`config.mk`:
```
export PLATFORM = sky130hd
export DESIGN_NAME = cpu_state_ctl
export DESIGN_NICKNAME = d
export VERILOG_FILES = /design/src/rtl/cpu_ctl_pkg.sv /design/src/rtl/cpu_state_ctl.sv /design/src/rtl/ea_calc.sv
export SDC_FILE = /design/constraint.sdc
export NUM_CORES = 1
export LEC_CHECK = 0
export BUFFER_PORTS_ARGS = -buffer_cell sky130_fd_sc_hd__buf_2
export CORE_UTILIZATION = 40
export DETAILED_ROUTE_END_ITERATION = 10
export PLACE_DENSITY = 0.66
export SYNTH_ARGS = -nofsm -noshare
export SYNTH_HDL_FRONTEND = slang
export SYNTH_HIERARCHICAL = 1
export SYNTH_SLANG_ARGS = --single-unit
export TNS_END_PERCENT = 30
```
`constraint.sdc`:
```
create_clock -name ref_clk -period 3.7 [get_ports ref_clk]
set_clock_uncertainty 0.15 [all_clocks]
set_input_delay 0.185 -clock ref_clk [delete_from_list [all_inputs] [get_ports ref_clk]]
set_output_delay 0.185 -clock ref_clk [all_outputs]
set_load 0.05 [all_outputs]
```
`src/rtl/cpu_ctl_pkg.sv`:
```
// Purpose: shared types and constants for the core address and state control block
// Assumes: 24-bit address space, 125 MHz ref_clk
// Notes:   modes and states are enums, request groups travel as packed structs
package cpu_ctl_pkg;

    // ------------------------------------------------------------------
    // address formation
    // ------------------------------------------------------------------
    localparam int ADDR_W          = 24;
    localparam logic [15:0] ABS8_UPPER      = 16'hffff; // upper bits for 8-bit data address
    localparam logic [7:0]  MEMIND_TOP_BYTE = 8'h00;    // first byte of indirect longword
    localparam logic [15:0] MEMIND_BASE     = 16'h0000; // upper bits of indirect pointer

    typedef enum logic [2:0] {
        EA_ABS8    = 3'b000,
        EA_ABS16   = 3'b001,
        EA_ABS24   = 3'b010,
        EA_ABS32   = 3'b011,
        EA_PCREL8  = 3'b100,
        EA_PCREL16 = 3'b101,
        EA_MEMIND  = 3'b110,
        EA_IMM     = 3'b111
    } ea_mode_type;

    typedef struct packed {
        logic        valid;
        ea_mode_type mode;
        logic [31:0] ext;     // extension word from the instruction
        logic [23:0] pc;      // address of the next instruction
        logic [31:0] mem_rd;  // longword fetched for memory indirect
    } ea_req_type;

    typedef struct packed {
        logic        valid;
        logic        is_imm;
        logic        need_mem;  // memory indirect pointer address in addr
        logic [23:0] addr;
    } ea_rsp_type;

    // ------------------------------------------------------------------
    // processing states
    // ------------------------------------------------------------------
    typedef enum logic [2:0] {
        ST_RESET  = 3'b000,
        ST_EXC    = 3'b001,
        ST_VECRD  = 3'b010,
        ST_EXEC   = 3'b011,
        ST_STOP   = 3'b100
    } proc_state_type;

    // exception sources other than reset
    typedef struct packed {
        logic trace;
        logic irq;
        logic trap;
    } exc_src_type;

    // ------------------------------------------------------------------
    // instruction checks
    // ------------------------------------------------------------------
    typedef enum logic [2:0] {
        BIT_SET    = 3'b000,
        BIT_CLEAR  = 3'b001,
        BIT_INVERT = 3'b010,
        BIT_STORE  = 3'b011,
        BIT_STINV  = 3'b100
    } bit_op_type;

    localparam logic [2:0] SP_REG_IDX = 3'd7;  // stack pointer extended register
    localparam logic [15:0] MOVE_ADDR_LIMIT = 16'hffff;

endpackage

```
`src/rtl/cpu_state_ctl.sv`:
```
// Purpose: processing state sequencing, address formation and instruction checks
// Assumes: instruction decode supplies one-cycle strobes synchronous to ref_clk
// Notes:   reset sources are pin, watchdog overflow and low-voltage detect
//
// Operation
// - pin reset low abandons all work and enters reset state at once
// - in reset, core and peripherals are held initialized and stopped
// - every interrupt source is masked while in reset
// - reset exception handling starts once the pin is high and no internal source is active
// - watchdog overflow or low-voltage detect also forces reset
// - reset, trace, interrupt or trap enters exception handling
// - exception handling reads a vector then branches to it
// - program execution fetches and executes instructions in sequence
// - sleep instruction or software standby enters program stop
// - memory indirect supports only the 24-bit advanced form
// - bit set/clear/invert/store/store-inverted read byte, modify, write byte
// - block move copies count bytes from source pointer to destination
// - multi-register push/pop refuses the stack pointer register
// - push/pop groups only 0-1, 2-3, 4-5, 0-2, 4-6, 0-3
// - 8-bit data address fills upper bits with ones
// - 16-bit data address sign-extends into upper bits
// - pc-relative adds sign-extended displacement to 24-bit pc
// - memory indirect reads longword branch address, top byte zero
`timescale 1ns/10ps
module cpu_state_ctl (
    // clock and reset
    input  wire logic                          ref_clk,
    input  wire logic                          resetn,
    // reset sources
    input  wire logic                          external_reset_pin_n,
    input  wire logic                          wdt_overflow,
    input  wire logic                          lvd_detect,
    // exception and power-down requests
    input  wire cpu_ctl_pkg::exc_src_type       exc_req,
    input  wire logic                          sleep_exec,
    input  wire logic                          sw_standby,
    // vector read from memory
    input  wire logic                          vec_valid,
    input  wire logic [23:0]                   vec_data,
    // address formation
    input  wire cpu_ctl_pkg::ea_req_type        ea_req,
    output cpu_ctl_pkg::ea_rsp_type             ea_rsp,
    // bit operation read-modify-write
    input  wire logic                          bit_op_valid,
    input  wire cpu_ctl_pkg::bit_op_type        bit_op,
    input  wire logic [2:0]                    bit_num,
    input  wire logic                          bit_src,
    input  wire logic [7:0]                    bit_rd_byte,
    output logic [7:0]                         bit_wr_byte,
    output logic                               bit_wr_valid,
    // block move
    input  wire logic                          move_start,
    input  wire logic [7:0]                    move_count_byte_reg,
    input  wire logic [15:0]                   move_source_pointer_reg,
    input  wire logic [15:0]                   move_dest_pointer_reg,
    input  wire logic                          move_ack,
    output logic                               move_busy,
    output logic [15:0]                        move_rd_addr,
    output logic [15:0]                        move_wr_addr,
    // multi-register stack transfer check
    input  wire logic                          mreg_valid,
    input  wire logic [2:0]                    mreg_first,
    input  wire logic [1:0]                    mreg_extra,
    output logic                               mreg_illegal,
    // state outputs
    output cpu_ctl_pkg::proc_state_type         proc_state,
    output logic                               periph_reset_n,
    output logic                               irq_mask,
    output logic                               fetch_en,
    output logic                               pc_load,
    output logic [23:0]                        pc_load_addr,
    output logic                               vec_rd_req
);
    import cpu_ctl_pkg::*;

    // --------------------------------------------------------------
    // reset synchroniser
    // --------------------------------------------------------------
    logic rst_s1_q;
    logic rst_n;
    always_ff @(posedge ref_clk or negedge resetn) begin
        if (!resetn) begin
            rst_s1_q <= 1'b0;
            rst_n    <= 1'b0;
        end else begin
            rst_s1_q <= 1'b1;
            rst_n    <= rst_s1_q;
        end
    end

    // --------------------------------------------------------------
    // reset request and pin edge
    // --------------------------------------------------------------
    logic pin_q;
    logic reset_req;
    logic pin_rise;
    // internal sources and pin low all hold the core in reset
    assign reset_req = !external_reset_pin_n || wdt_overflow || lvd_detect;
    assign pin_rise  = external_reset_pin_n && !pin_q;

    always_ff @(posedge ref_clk or negedge rst_n) begin
        if (!rst_n) begin
            pin_q <= 1'b1; // idle level, no false edge
        end else begin
            pin_q <= external_reset_pin_n;
        end
    end

    // --------------------------------------------------------------
    // processing state machine
    // --------------------------------------------------------------
    proc_state_type st_d, st_q;
    logic [23:0]    pcl_addr_d, pcl_addr_q;
    logic           pcl_d, pcl_q;
    logic           src_reset_d, src_reset_q;

    always_comb begin
        st_d        = st_q;
        pcl_d       = 1'b0;
        pcl_addr_d  = pcl_addr_q;
        src_reset_d = src_reset_q;
        if (reset_req) begin
            st_d        = ST_RESET;
            src_reset_d = 1'b1;
        end else begin
            case (st_q)
                ST_RESET: begin
                    // internal sources release without a pin edge
                    if (pin_rise || external_reset_pin_n) begin
                        st_d = ST_EXC;
                    end
                end
                ST_EXC: begin
                    st_d = ST_VECRD;
                end
                ST_VECRD: begin
                    if (vec_valid) begin
                        pcl_d       = 1'b1;
                        pcl_addr_d  = vec_data;
                        src_reset_d = 1'b0;
                        st_d        = ST_EXEC;
                    end
                end
                ST_EXEC: begin
                    if (exc_req.trace || exc_req.irq || exc_req.trap) begin
                        st_d = ST_EXC;
                    end else if (sleep_exec || sw_standby) begin
                        st_d = ST_STOP;
                    end
                end
                ST_STOP: begin
                    // a pending interrupt wakes the core through exception handling while sw_standby is low
                    if (exc_req.irq && !sw_standby) begin
                        st_d = ST_EXC;
                    end
                end
                default: begin
                    st_d = ST_RESET;
                end
            endcase
        end
    end

    always_ff @(posedge ref_clk or negedge rst_n) begin
        if (!rst_n) begin
            st_q        <= ST_RESET;
            pcl_q       <= 1'b0;
            pcl_addr_q  <= '0;
            src_reset_q <= 1'b1;
        end else begin
            st_q        <= st_d;
            pcl_q       <= pcl_d;
            pcl_addr_q  <= pcl_addr_d;
            src_reset_q <= src_reset_d;
        end
    end

    // state outputs
    assign proc_state     = st_q;
    assign periph_reset_n = (st_q != ST_RESET);
    assign irq_mask       = (st_q == ST_RESET) || src_reset_q;
    assign fetch_en       = (st_q == ST_EXEC);
    assign vec_rd_req     = (st_q == ST_VECRD);
    assign pc_load        = pcl_q;
    assign pc_load_addr   = pcl_addr_q;

    // --------------------------------------------------------------
    // address formation unit
    // --------------------------------------------------------------
    ea_req_type ea_req_gated;
    always_comb begin
        ea_req_gated = ea_req;
        if (ea_req.mode == EA_MEMIND) begin
            ea_req_gated.mem_rd = {MEMIND_TOP_BYTE, ea_req.mem_rd[23:0]};
        end
    end

    ea_calc u_ea (
        .clk   (ref_clk),
        .rst_n (rst_n),
        .req   (ea_req_gated),
        .rsp   (ea_rsp)
    );

    // --------------------------------------------------------------
    // bit operation: whole byte in, whole byte out
    // --------------------------------------------------------------
    logic [7:0] bit_byte_d, bit_byte_q;
    logic       bit_v_d, bit_v_q;
    always_comb begin
        bit_byte_d = bit_rd_byte;
        bit_v_d    = bit_op_valid && fetch_en;
        case (bit_op)
            BIT_SET:    bit_byte_d[bit_num] = 1'b1;
            BIT_CLEAR:  bit_byte_d[bit_num] = 1'b0;
            BIT_INVERT: bit_byte_d[bit_num] = ~bit_rd_byte[bit_num];
            BIT_STORE:  bit_byte_d[bit_num] = bit_src;
            BIT_STINV:  bit_byte_d[bit_num] = ~bit_src;
            default:    bit_byte_d          = bit_rd_byte;
        endcase
    end

    always_ff @(posedge ref_clk or negedge rst_n) begin
        if (!rst_n) begin
            bit_byte_q <= '0;
            bit_v_q    <= 1'b0;
        end else begin
            bit_byte_q <= bit_byte_d;
            bit_v_q    <= bit_v_d;
        end
    end
    assign bit_wr_byte  = bit_byte_q;
    assign bit_wr_valid = bit_v_q;

    // --------------------------------------------------------------
    // block move sequencer
    // --------------------------------------------------------------
    logic [7:0]  mv_cnt_d, mv_cnt_q;
    logic [15:0] mv_src_d, mv_src_q;
    logic [15:0] mv_dst_d, mv_dst_q;
    logic        mv_busy_d, mv_busy_q;
    always_comb begin
        mv_cnt_d  = mv_cnt_q;
        mv_src_d  = mv_src_q;
        mv_dst_d  = mv_dst_q;
        mv_busy_d = mv_busy_q;
        if (!fetch_en) begin
            mv_busy_d = 1'b0;
        end else if (!mv_busy_q && move_start && move_count_byte_reg != 8'h00) begin
            mv_cnt_d  = move_count_byte_reg;
            mv_src_d  = move_source_pointer_reg;
            mv_dst_d  = move_dest_pointer_reg;
            mv_busy_d = 1'b1;
        end else if (mv_busy_q && move_ack) begin
            mv_cnt_d  = mv_cnt_q - 8'h01;
            mv_src_d  = mv_src_q + 16'h0001;
            // no wrap guard: software keeps the range in bounds
            mv_dst_d  = mv_dst_q + 16'h0001;
            mv_busy_d = (mv_cnt_q != 8'h01);
        end
    end

    always_ff @(posedge ref_clk or negedge rst_n) begin
        if (!rst_n) begin
            mv_cnt_q  <= '0;
            mv_src_q  <= '0;
            mv_dst_q  <= '0;
            mv_busy_q <= 1'b0;
        end else begin
            mv_cnt_q  <= mv_cnt_d;
            mv_src_q  <= mv_src_d;
            mv_dst_q  <= mv_dst_d;
            mv_busy_q <= mv_busy_d;
        end
    end
    assign move_busy    = mv_busy_q;
    assign move_rd_addr = mv_src_q;
    assign move_wr_addr = mv_dst_q;

    // --------------------------------------------------------------
    // multi-register push/pop legality
    // --------------------------------------------------------------
    logic       grp_ok;
    logic [2:0] mreg_last;
    always_comb begin
        mreg_last = mreg_first + {1'b0, mreg_extra};
        case ({mreg_first, mreg_extra})
            {3'd0, 2'd1}, {3'd2, 2'd1}, {3'd4, 2'd1}: grp_ok = 1'b1;
            {3'd0, 2'd2}, {3'd4, 2'd2}:               grp_ok = 1'b1;
            {3'd0, 2'd3}:                             grp_ok = 1'b1;
            default:                                  grp_ok = 1'b0;
        endcase
        if (mreg_last == SP_REG_IDX) begin
            grp_ok = 1'b0;
        end
    end
    assign mreg_illegal = mreg_valid && !grp_ok;

    // --------------------------------------------------------------
    // checks
    // --------------------------------------------------------------
    a_reset_entry: assert property (@(posedge ref_clk) disable iff (!rst_n)
        !external_reset_pin_n |=> proc_state == ST_RESET)
        else $error("pin reset did not enter reset state");
    a_wdt_reset: assert property (@(posedge ref_clk) disable iff (!rst_n)
        (wdt_overflow || lvd_detect) |=> proc_state == ST_RESET && !periph_reset_n)
        else $error("internal reset source ignored");
    a_reset_mask: assert property (@(posedge ref_clk) disable iff (!rst_n)
        proc_state == ST_RESET |-> irq_mask && !fetch_en)
        else $error("interrupts unmasked in reset");
    a_release_exc: assert property (@(posedge ref_clk) disable iff (!rst_n)
        rst_n && proc_state == ST_RESET && !reset_req ##1 !reset_req |-> proc_state == ST_EXC)
        else $error("no exception handling after reset release");
    a_vector_branch: assert property (@(posedge ref_clk) disable iff (!rst_n)
        proc_state == ST_VECRD && vec_valid && !reset_req
        |=> pc_load && pc_load_addr == $past(vec_data) && proc_state == ST_EXEC)
        else $error("vector branch missing");
    a_sleep_stop: assert property (@(posedge ref_clk) disable iff (!rst_n)
        proc_state == ST_EXEC && sleep_exec && !reset_req && !(|exc_req)
        |=> proc_state == ST_STOP && !fetch_en)
        else $error("sleep did not stop core");
    a_bit_rmw: assert property (@(posedge ref_clk) disable iff (!rst_n)
        bit_op_valid && fetch_en && bit_op == BIT_CLEAR
        |=> bit_wr_valid && bit_wr_byte == ($past(bit_rd_byte) & ~(8'h01 << $past(bit_num))))
        else $error("bit clear byte wrong");
    a_move_load: assert property (@(posedge ref_clk) disable iff (!rst_n)
        fetch_en && !move_busy && move_start && move_count_byte_reg == 8'h01 && !reset_req
        ##1 move_ack |=> !move_busy)
        else $error("single byte move did not finish");
    a_sp_refused: assert property (@(posedge ref_clk) disable iff (!rst_n)
        mreg_valid && mreg_first + {1'b0, mreg_extra} == 3'd7 |-> mreg_illegal)
        else $error("stack pointer accepted in push/pop");
    c_reset_to_exec: cover property (@(posedge ref_clk) disable iff (!rst_n)
        proc_state == ST_VECRD ##1 proc_state == ST_EXEC);
    c_stop: cover property (@(posedge ref_clk) disable iff (!rst_n)
        proc_state == ST_STOP ##1 proc_state == ST_RESET);
    c_move: cover property (@(posedge ref_clk) disable iff (!rst_n)
        move_busy ##1 !move_busy);
endmodule

```
`src/rtl/ea_calc.sv`:
```
// Purpose: effective address formation for absolute, immediate, pc-relative, indirect
// Assumes: one request per cycle, memory longword presented with the second request
// Notes:   registered result, one cycle latency
`timescale 1ns/10ps
module ea_calc (
    // clock and reset
    input  wire logic                   clk,
    input  wire logic                   rst_n,
    // request and answer
    input  wire cpu_ctl_pkg::ea_req_type req,
    output cpu_ctl_pkg::ea_rsp_type      rsp
);
    import cpu_ctl_pkg::*;

    ea_rsp_type rsp_d;
    ea_rsp_type rsp_q;
    logic [23:0] disp_ext;

    // --------------------------------------------------------------
    // combinational address formation
    // --------------------------------------------------------------
    always_comb begin
        rsp_d          = '0;
        rsp_d.valid    = req.valid;
        disp_ext       = '0;
        case (req.mode)
            EA_ABS8: begin
                rsp_d.addr = {ABS8_UPPER, req.ext[7:0]};
            end
            EA_ABS16: begin
                rsp_d.addr = {{8{req.ext[15]}}, req.ext[15:0]};
            end
            EA_ABS24, EA_ABS32: begin
                rsp_d.addr = req.ext[23:0];  // upper byte is don't care
            end
            EA_PCREL8: begin
                disp_ext   = {{16{req.ext[7]}}, req.ext[7:0]};
                rsp_d.addr = req.pc + disp_ext;
            end
            EA_PCREL16: begin
                disp_ext   = {{8{req.ext[15]}}, req.ext[15:0]};
                rsp_d.addr = req.pc + disp_ext;
            end
            EA_MEMIND: begin
                // only the 24-bit advanced form exists; no 16-bit normal variant
                rsp_d.need_mem = 1'b1;
                rsp_d.addr     = {MEMIND_BASE, req.ext[7:0]};
            end
            EA_IMM: begin
                rsp_d.is_imm = 1'b1;
            end
            default: begin
                rsp_d.addr = '0;
            end
        endcase
    end

    // result register
    always_ff @(posedge clk or negedge rst_n) begin
        if (!rst_n) begin
            rsp_q <= '0;
        end else begin
            rsp_q <= rsp_d;
        end
    end

    assign rsp = rsp_q;

    // --------------------------------------------------------------
    // checks
    // --------------------------------------------------------------
    a_abs8_ones: assert property (@(posedge clk) disable iff (!rst_n)
        req.valid && req.mode == EA_ABS8 |=> rsp.addr[23:8] == 16'hffff)
        else $error("8-bit absolute address upper bits not ones");
    a_abs16_sign: assert property (@(posedge clk) disable iff (!rst_n)
        req.valid && req.mode == EA_ABS16 |=> rsp.addr[23:16] == {8{$past(req.ext[15])}})
        else $error("16-bit absolute address not sign extended");
    a_pcrel_sum: assert property (@(posedge clk) disable iff (!rst_n)
        req.valid && req.mode == EA_PCREL8
        |=> rsp.addr == 24'($past(req.pc) + {{16{$past(req.ext[7])}}, $past(req.ext[7:0])}))
        else $error("pc relative target wrong");
    c_memind: cover property (@(posedge clk) disable iff (!rst_n)
        req.valid && req.mode == EA_MEMIND);
endmodule

```
==> impl_metrics.json, run 1 <==
{
  "overflow": 0,
  "cpMaxStageDelayCell": "a21boi_1",
  "crit_chain": "buf_2 > nor2b_1 > a21boi_1 > a31o_2 > ha_1 > a21oi_2 > o21ai_1 > a2111o_1 > a2111oi_2 > o31ai_1 > o311ai_1",
  "netlist_instances": 759,
  "sw_frac_of_total": 0.342,
  "final_cell_mix": "buf_2, dfrtp_1, dlygate4sd3_1, nand2_1, nor2_1",
  "timing.fmax_mhz": 353,
  "dpl_cell_area_um2": 8630,
  "wl_per_cell_um": 17.3,
  "critPathCaptureType": "flop",
  "port_buffers": 252,
  "power.internal_w": 0.00213,
  "vias_per_cell": 5.75,
  "synthesis.nets": 981,
  "vias": 7423,
  "clk_pin_slew_worst_paths_ns": 0.08,
  "grt_usage": 0.234,
  "timing.final.crit_share": 0.766,
  "hold_ws_ns": 0.0135,
  "cp_num_buf_inv": 1,
  "hpwl_um": 15800,
  "grt_pass1_wl_um": 34400,
  "slowest_delay_ns": 0.51,
  "drive_gt1_frac": 0.329,
  "powerDensity_nw_per_um2": 335,
  "dp.cells": 1203,
  "power_w": 0.00323,
  "cp_max_fo": 9,
  "avgSynthCellArea_um2": 9.51,
  "regArea_um2": 2710,
  "die_h_um": 136,
  "layout_min_cycle_time_ns": 2.83,
  "critical-path-top-delay-family": "compound AO/OA/AOI/OAI gates",
  "tightest_slew_ns": 1.10,
  "num_antenna_cells": 0,
  "p_comb_frac": 0.286,
  "p_leak_nw": 4.65,
  "postCtsHoldBufs": 71,
  "die_x_um": 136,
  "insertion_delay_ns": 0.35,
  "n_fill_cell": 1617,
  "cts_sinks": 108,
  "r2r_slack_ns": 1.15,
  "final_common_cell": "buf_2",
  "fin_setup_tns_ns": 0,
  "drt-total-wl_um": 22300,
  "seq_power_share": 0.400,
  "cp.required_ns": 3.80,
  "drt-initial-drc-count": 460,
  "setup_violations": 0,
  "min_path_type": "input port to flop",
  "finalInstanceArea_um2": 9640,
  "first_pass_iters": 6,
  "netlist_area_um2": 7220,
  "nets": 1282,
  "max_slew_margin": 0.264,
  "cts_tree": "yes",
  "postCtsSetupRepairBufs": 0,
  "p_switching_w": 0.00110,
  "rsz0062_at_grt": "false",
  "areaGrowthSynthToFinish_pct": 33.7,
  "drcViolationCount": 0,
  "multi_input_area_um2": 4120,
  "pwr-share-clk": 0.314,
  "drtAntennaViolNets": 0,
  "htreeDepth": 3,
  "grt_max_degree": 74,
  "startpoint_type": "input port",
  "grt_pass1_vias": 6861,
  "hold_viol": 0,
  "maxCapViolCount": 0,
  "crit_arrival_ns": 2.94,
  "ioPinCount": 293,
  "ys_warn_count": 6,
  "ctsResizeCount": 0,
  "irDropWorstVdd_mv": 0.207,
  "rows": 48,
  "dieArea_um2": 18600,
  "cts_root_buffer": "clkbuf_16",
  "design.core.area_um2": 17500,
  "final_cells": 1290,
  "cts.path.max_buffers": 2,
  "status": "finished, final reports clean",
  "path_class": "input port to flop",
  "slew_violations": 0,
  "start_util": 0.413,
  "place.gp.congestion": 0.948,
  "cts_buffers": 9,
  "antenna_found_initial": 0
}
-- path summary, 6_finish.rpt --
check / from / endpoint / depth (start not counted)
worst max-delay path: ea_req[90] / u_ea/rsp[22]$_DFF_PN0_ / 11
worst min-delay path: ea_req[68] / u_ea/rsp[12]$_DFF_PN0_ / 3
worst max register to register: proc_state[1]$_DFFE_PN0P_ / mv_cnt_q[7]$_DFFE_PN0P_ / 5
worst min register to register: rst_s1_q$_DFF_PN0_ / rst_n$_DFF_PN0_ / 0
max in group asynchronous: rst_n$_DFF_PN0_ / src_reset_q$_DFFE_PN1P_ / 1
min in group asynchronous: rst_n$_DFF_PN0_ / move_rd_addr[6]$_DFFE_PN0P_ / 0
-- metal layers --
layer	global-route usage	vias to the layer above	part of all wire
met2	0.399	320	0.49
li1	-	3509	-
met1	0.301	3557	0.42
met5	0	-	0
met4	0.0981	0	0.024
met3	0.0246	37	0.060
-- metrics by stage --
stage / utilization / worst slack [ns]
finish: 0.552 / 0.866
global route: 0.552 / 0.772
CTS: 0.552 / 0.919
detailed placement: 0.494 / 0.555
global placement: 0.494 / 0.574
floorplan: - / 0.320
-- power by group through the flow --
stage          combinational [W]  clock [W]  sequential, W
5_1_grt                 0.000989    0.00110        0.00130
2_1_floorplan           0.000387          0        0.00152
6_report                0.000924    0.00101        0.00129
3_3_place_gp            0.000853          0        0.00132
4_1_cts                 0.000917    0.00105        0.00129
3_5_place_dp            0.000856          0        0.00132
-- final cells by class --
class | count | area share
Clock buffer | 10 | 0.0248
Clock inverter | 6 | 0.00714
Inverter | 35 | 0.0136
Multi-Input combinational cell | 568 | 0.427
Sequential cell | 108 | 0.281
Tap cell | 225 | 0.0292
Timing Repair Buffer | 338 | 0.217
-- tightest hold or removal path: stages --
cell and delay, ns:
buf_2 0.11, inv_1 0.04, o221ai_1 0.11
-- flip-flops by register name, indices dropped and copies added (netlist names) --
signal / cells
bit_wr_byte: 8
bit_wr_valid: 1
move_busy: 1
move_rd_addr: 16
move_wr_addr: 16
mv_cnt_q: 8
pc_load: 1
pc_load_addr: 24
proc_state: 3
rst_n: 1
rst_s1_q: 1
src_reset_q: 1
u_ea/rsp: 27
No activity file was read; power rests on OpenSTA's default activity.
==> run 2: changes to the inputs <==
- PLACE_DENSITY: 0.66 -> 0.69
- clock period: 3.7 -> 2.5 ns (I/O delays scaled with it)
==> impl_metrics.json, run 2 (same netlist as run 1, synthesis figures left out) <==
{
  "die_x_um": 136,
  "tightest_slew_ns": 0.827,
  "grt_pass1_vias": 7452,
  "largest_reg_flops": 27,
  "maxCapViolCount": 0,
  "drive_gt1_frac": 0.369,
  "startpoint_type": "input port",
  "cp.required_ns": 2.64,
  "drt-initial-drc-count": 497,
  "final_common_cell": "buf_2",
  "nets": 1381,
  "powerDensity_nw_per_um2": 470,
  "final_cells": 1390,
  "regToRegStartpoint": "proc_state[2]$_DFFE_PN0P_",
  "vias": 7791,
  "grt_usage": 0.252,
  "wl_per_cell_um": 17.2,
  "grt_pass1_wl_um": 36800,
  "dieArea_um2": 18600,
  "first_pass_iters": 4,
  "status": "finished, final reports clean",
  "grt_max_degree": 41,
  "rows": 48,
  "drt-total-wl_um": 23900,
  "rsz0062_at_grt": "true",
  "crit_chain": "dlygate4sd3_1 > buf_2 > a31o_2 > ha_4 > o21ai_0 > o21bai_1 > or2_1 > o21ai_2 > buf_4 > or4_1 > nand3_1",
  "n_fill_cell": 1503,
  "r2r_slack_ns": 0.13,
  "irDropWorstVdd_mv": 0.277,
  "layout_min_cycle_time_ns": 2.49,
  "hpwl_um": 16900,
  "crit_arrival_ns": 2.63,
  "dpl_cell_area_um2": 9150,
  "areaGrowthSynthToFinish_pct": 46.3,
  "finalInstanceArea_um2": 10600,
  "die_h_um": 136,
  "clk_pin_slew_worst_paths_ns": 0.08,
  "rr_endpoint": "proc_state[1]$_DFFE_PN0P_",
  "port_buffers": 252,
  "vias_per_cell": 5.61,
  "place.gp.congestion": 0.912,
  "htreeDepth": 3,
  "max_slew_margin": 0.447,
  "insertion_delay_ns": 0.35,
  "timing.final.crit_share": 0.997,
  "antenna_found_initial": 1,
  "ioPinCount": 293,
  "cts_tree": "yes",
  "path_class": "input port to flop",
  "cts_sinks": 108,
  "start_util": 0.413,
  "r2r_cells": 5,
  "cts_root_buffer": "clkbuf_16",
  "setup_violations": 0,
  "design.core.area_um2": 17500,
  "drtAntennaViolNets": 0,
  "slowest_delay_ns": 0.53,
  "cp_max_fo": 5,
  "p_leak_nw": 5.12,
  "timing.fmax_mhz": 401,
  "overflow": 0,
  "drcViolationCount": 0,
  "worstSetupEndpoint": "u_ea/rsp[17]$_DFF_PN0_",
  "cp-startpoint": "ea_req[64]",
  "min_path_type": "input port to flop",
  "final_cell_mix": "buf_2, dfrtp_1, dlygate4sd3_1, buf_4, nand2_1",
  "cpMaxStageDelayCell": "dlygate4sd3_1",
  "slew_violations": 0,
  "cts_buffers": 9,
  "cts.path.max_buffers": 2,
  "hold_viol": 0,
  "critPathCaptureType": "flop",
  "dp.cells": 1270
}
run 2: final cells by class:
cell class | instances | area, µm² | area share
clock inverter | 7 | 73.8 | 0.00699
tap | 225 | 282 | 0.0267
sequential | 108 | 2710 | 0.256
inverter | 35 | 131 | 0.0124
multi-input combinational | 568 | 4190 | 0.397
antenna | 1 | 2.50 | 0.000237
clock buffer | 9 | 225 | 0.0213
timing repair buffer | 437 | 2940 | 0.279
run 2: metrics by stage:
stage               setup TNS, ns  hold WS, ns  setup WS (ns)   util  total power (W)
finish                          0       0.0164        0.00671  0.604          0.00496
global route               -0.127       0.0192        -0.0532  0.604          0.00519
CTS                             0      0.00175        0.00939  0.599          0.00497
detailed placement          -2.68       -0.236         -0.355  0.524          0.00335
global placement            -1.84       -0.240         -0.233  0.524          0.00334
floorplan                  -24.21       -0.321         -0.844      -          0.00283
run 2: repair_timing:
item,in CTS,in global routing
hold buffers,101,0
hold endpoints to repair,94,0
endpoints found under the setup margin,0,12
buffers inserted,0,2
resized for setup,0,14
run 2: per-layer routing:
layer	GRT usage	routed length, µm
met2	0.434	12100
met3	0.0429	1390
met4	0.124	758
met1	0.303	9730
met5	0	0
run 2: power breakdown:
group | leakage (nW) | total [W] | switching, W | internal [W]
clock | 0.146 | 0.00148 | 0.000692 | 0.000785
sequential | 1.37 | 0.00190 | 0.0000633 | 0.00184
combinational | 3.61 | 0.00158 | 0.000938 | 0.000646
total | 5.12 | 0.00496 | 0.00169 | 0.00327
run 2: critical path: cells and delay by family:
family | cells | cell delay, ns
buffers and inverters | 3 | 0.81
adders and majority gates | 1 | 0.29
AOI/OAI and AO/OA | 4 | 0.66
and+or+nand+nor | 3 | 0.74
run 2: worst min path at each step:
| stage | start | endpoint | slack (ns) | cells past startpoint |
|---|---|---|---|---|
| 4_1_cts | move_source_pointer_reg[6] | move_rd_addr[6]$_DFFE_PN0P_ | 0.002 | 3 |
| 5_1_grt | bit_num[2] | bit_wr_byte[6]$_DFF_PN0_ | 0.02 | 3 |
| 6_report | move_source_pointer_reg[6] | move_rd_addr[6]$_DFFE_PN0P_ | 0.02 | 3 |
| 2_1_floorplan | resetn | rst_n$_DFF_PN0_ | -0.32 | 0 |
| 3_3_place_gp | resetn | rst_s1_q$_DFF_PN0_ | -0.24 | 1 |
| 3_5_place_dp | resetn | rst_s1_q$_DFF_PN0_ | -0.24 | 1 |
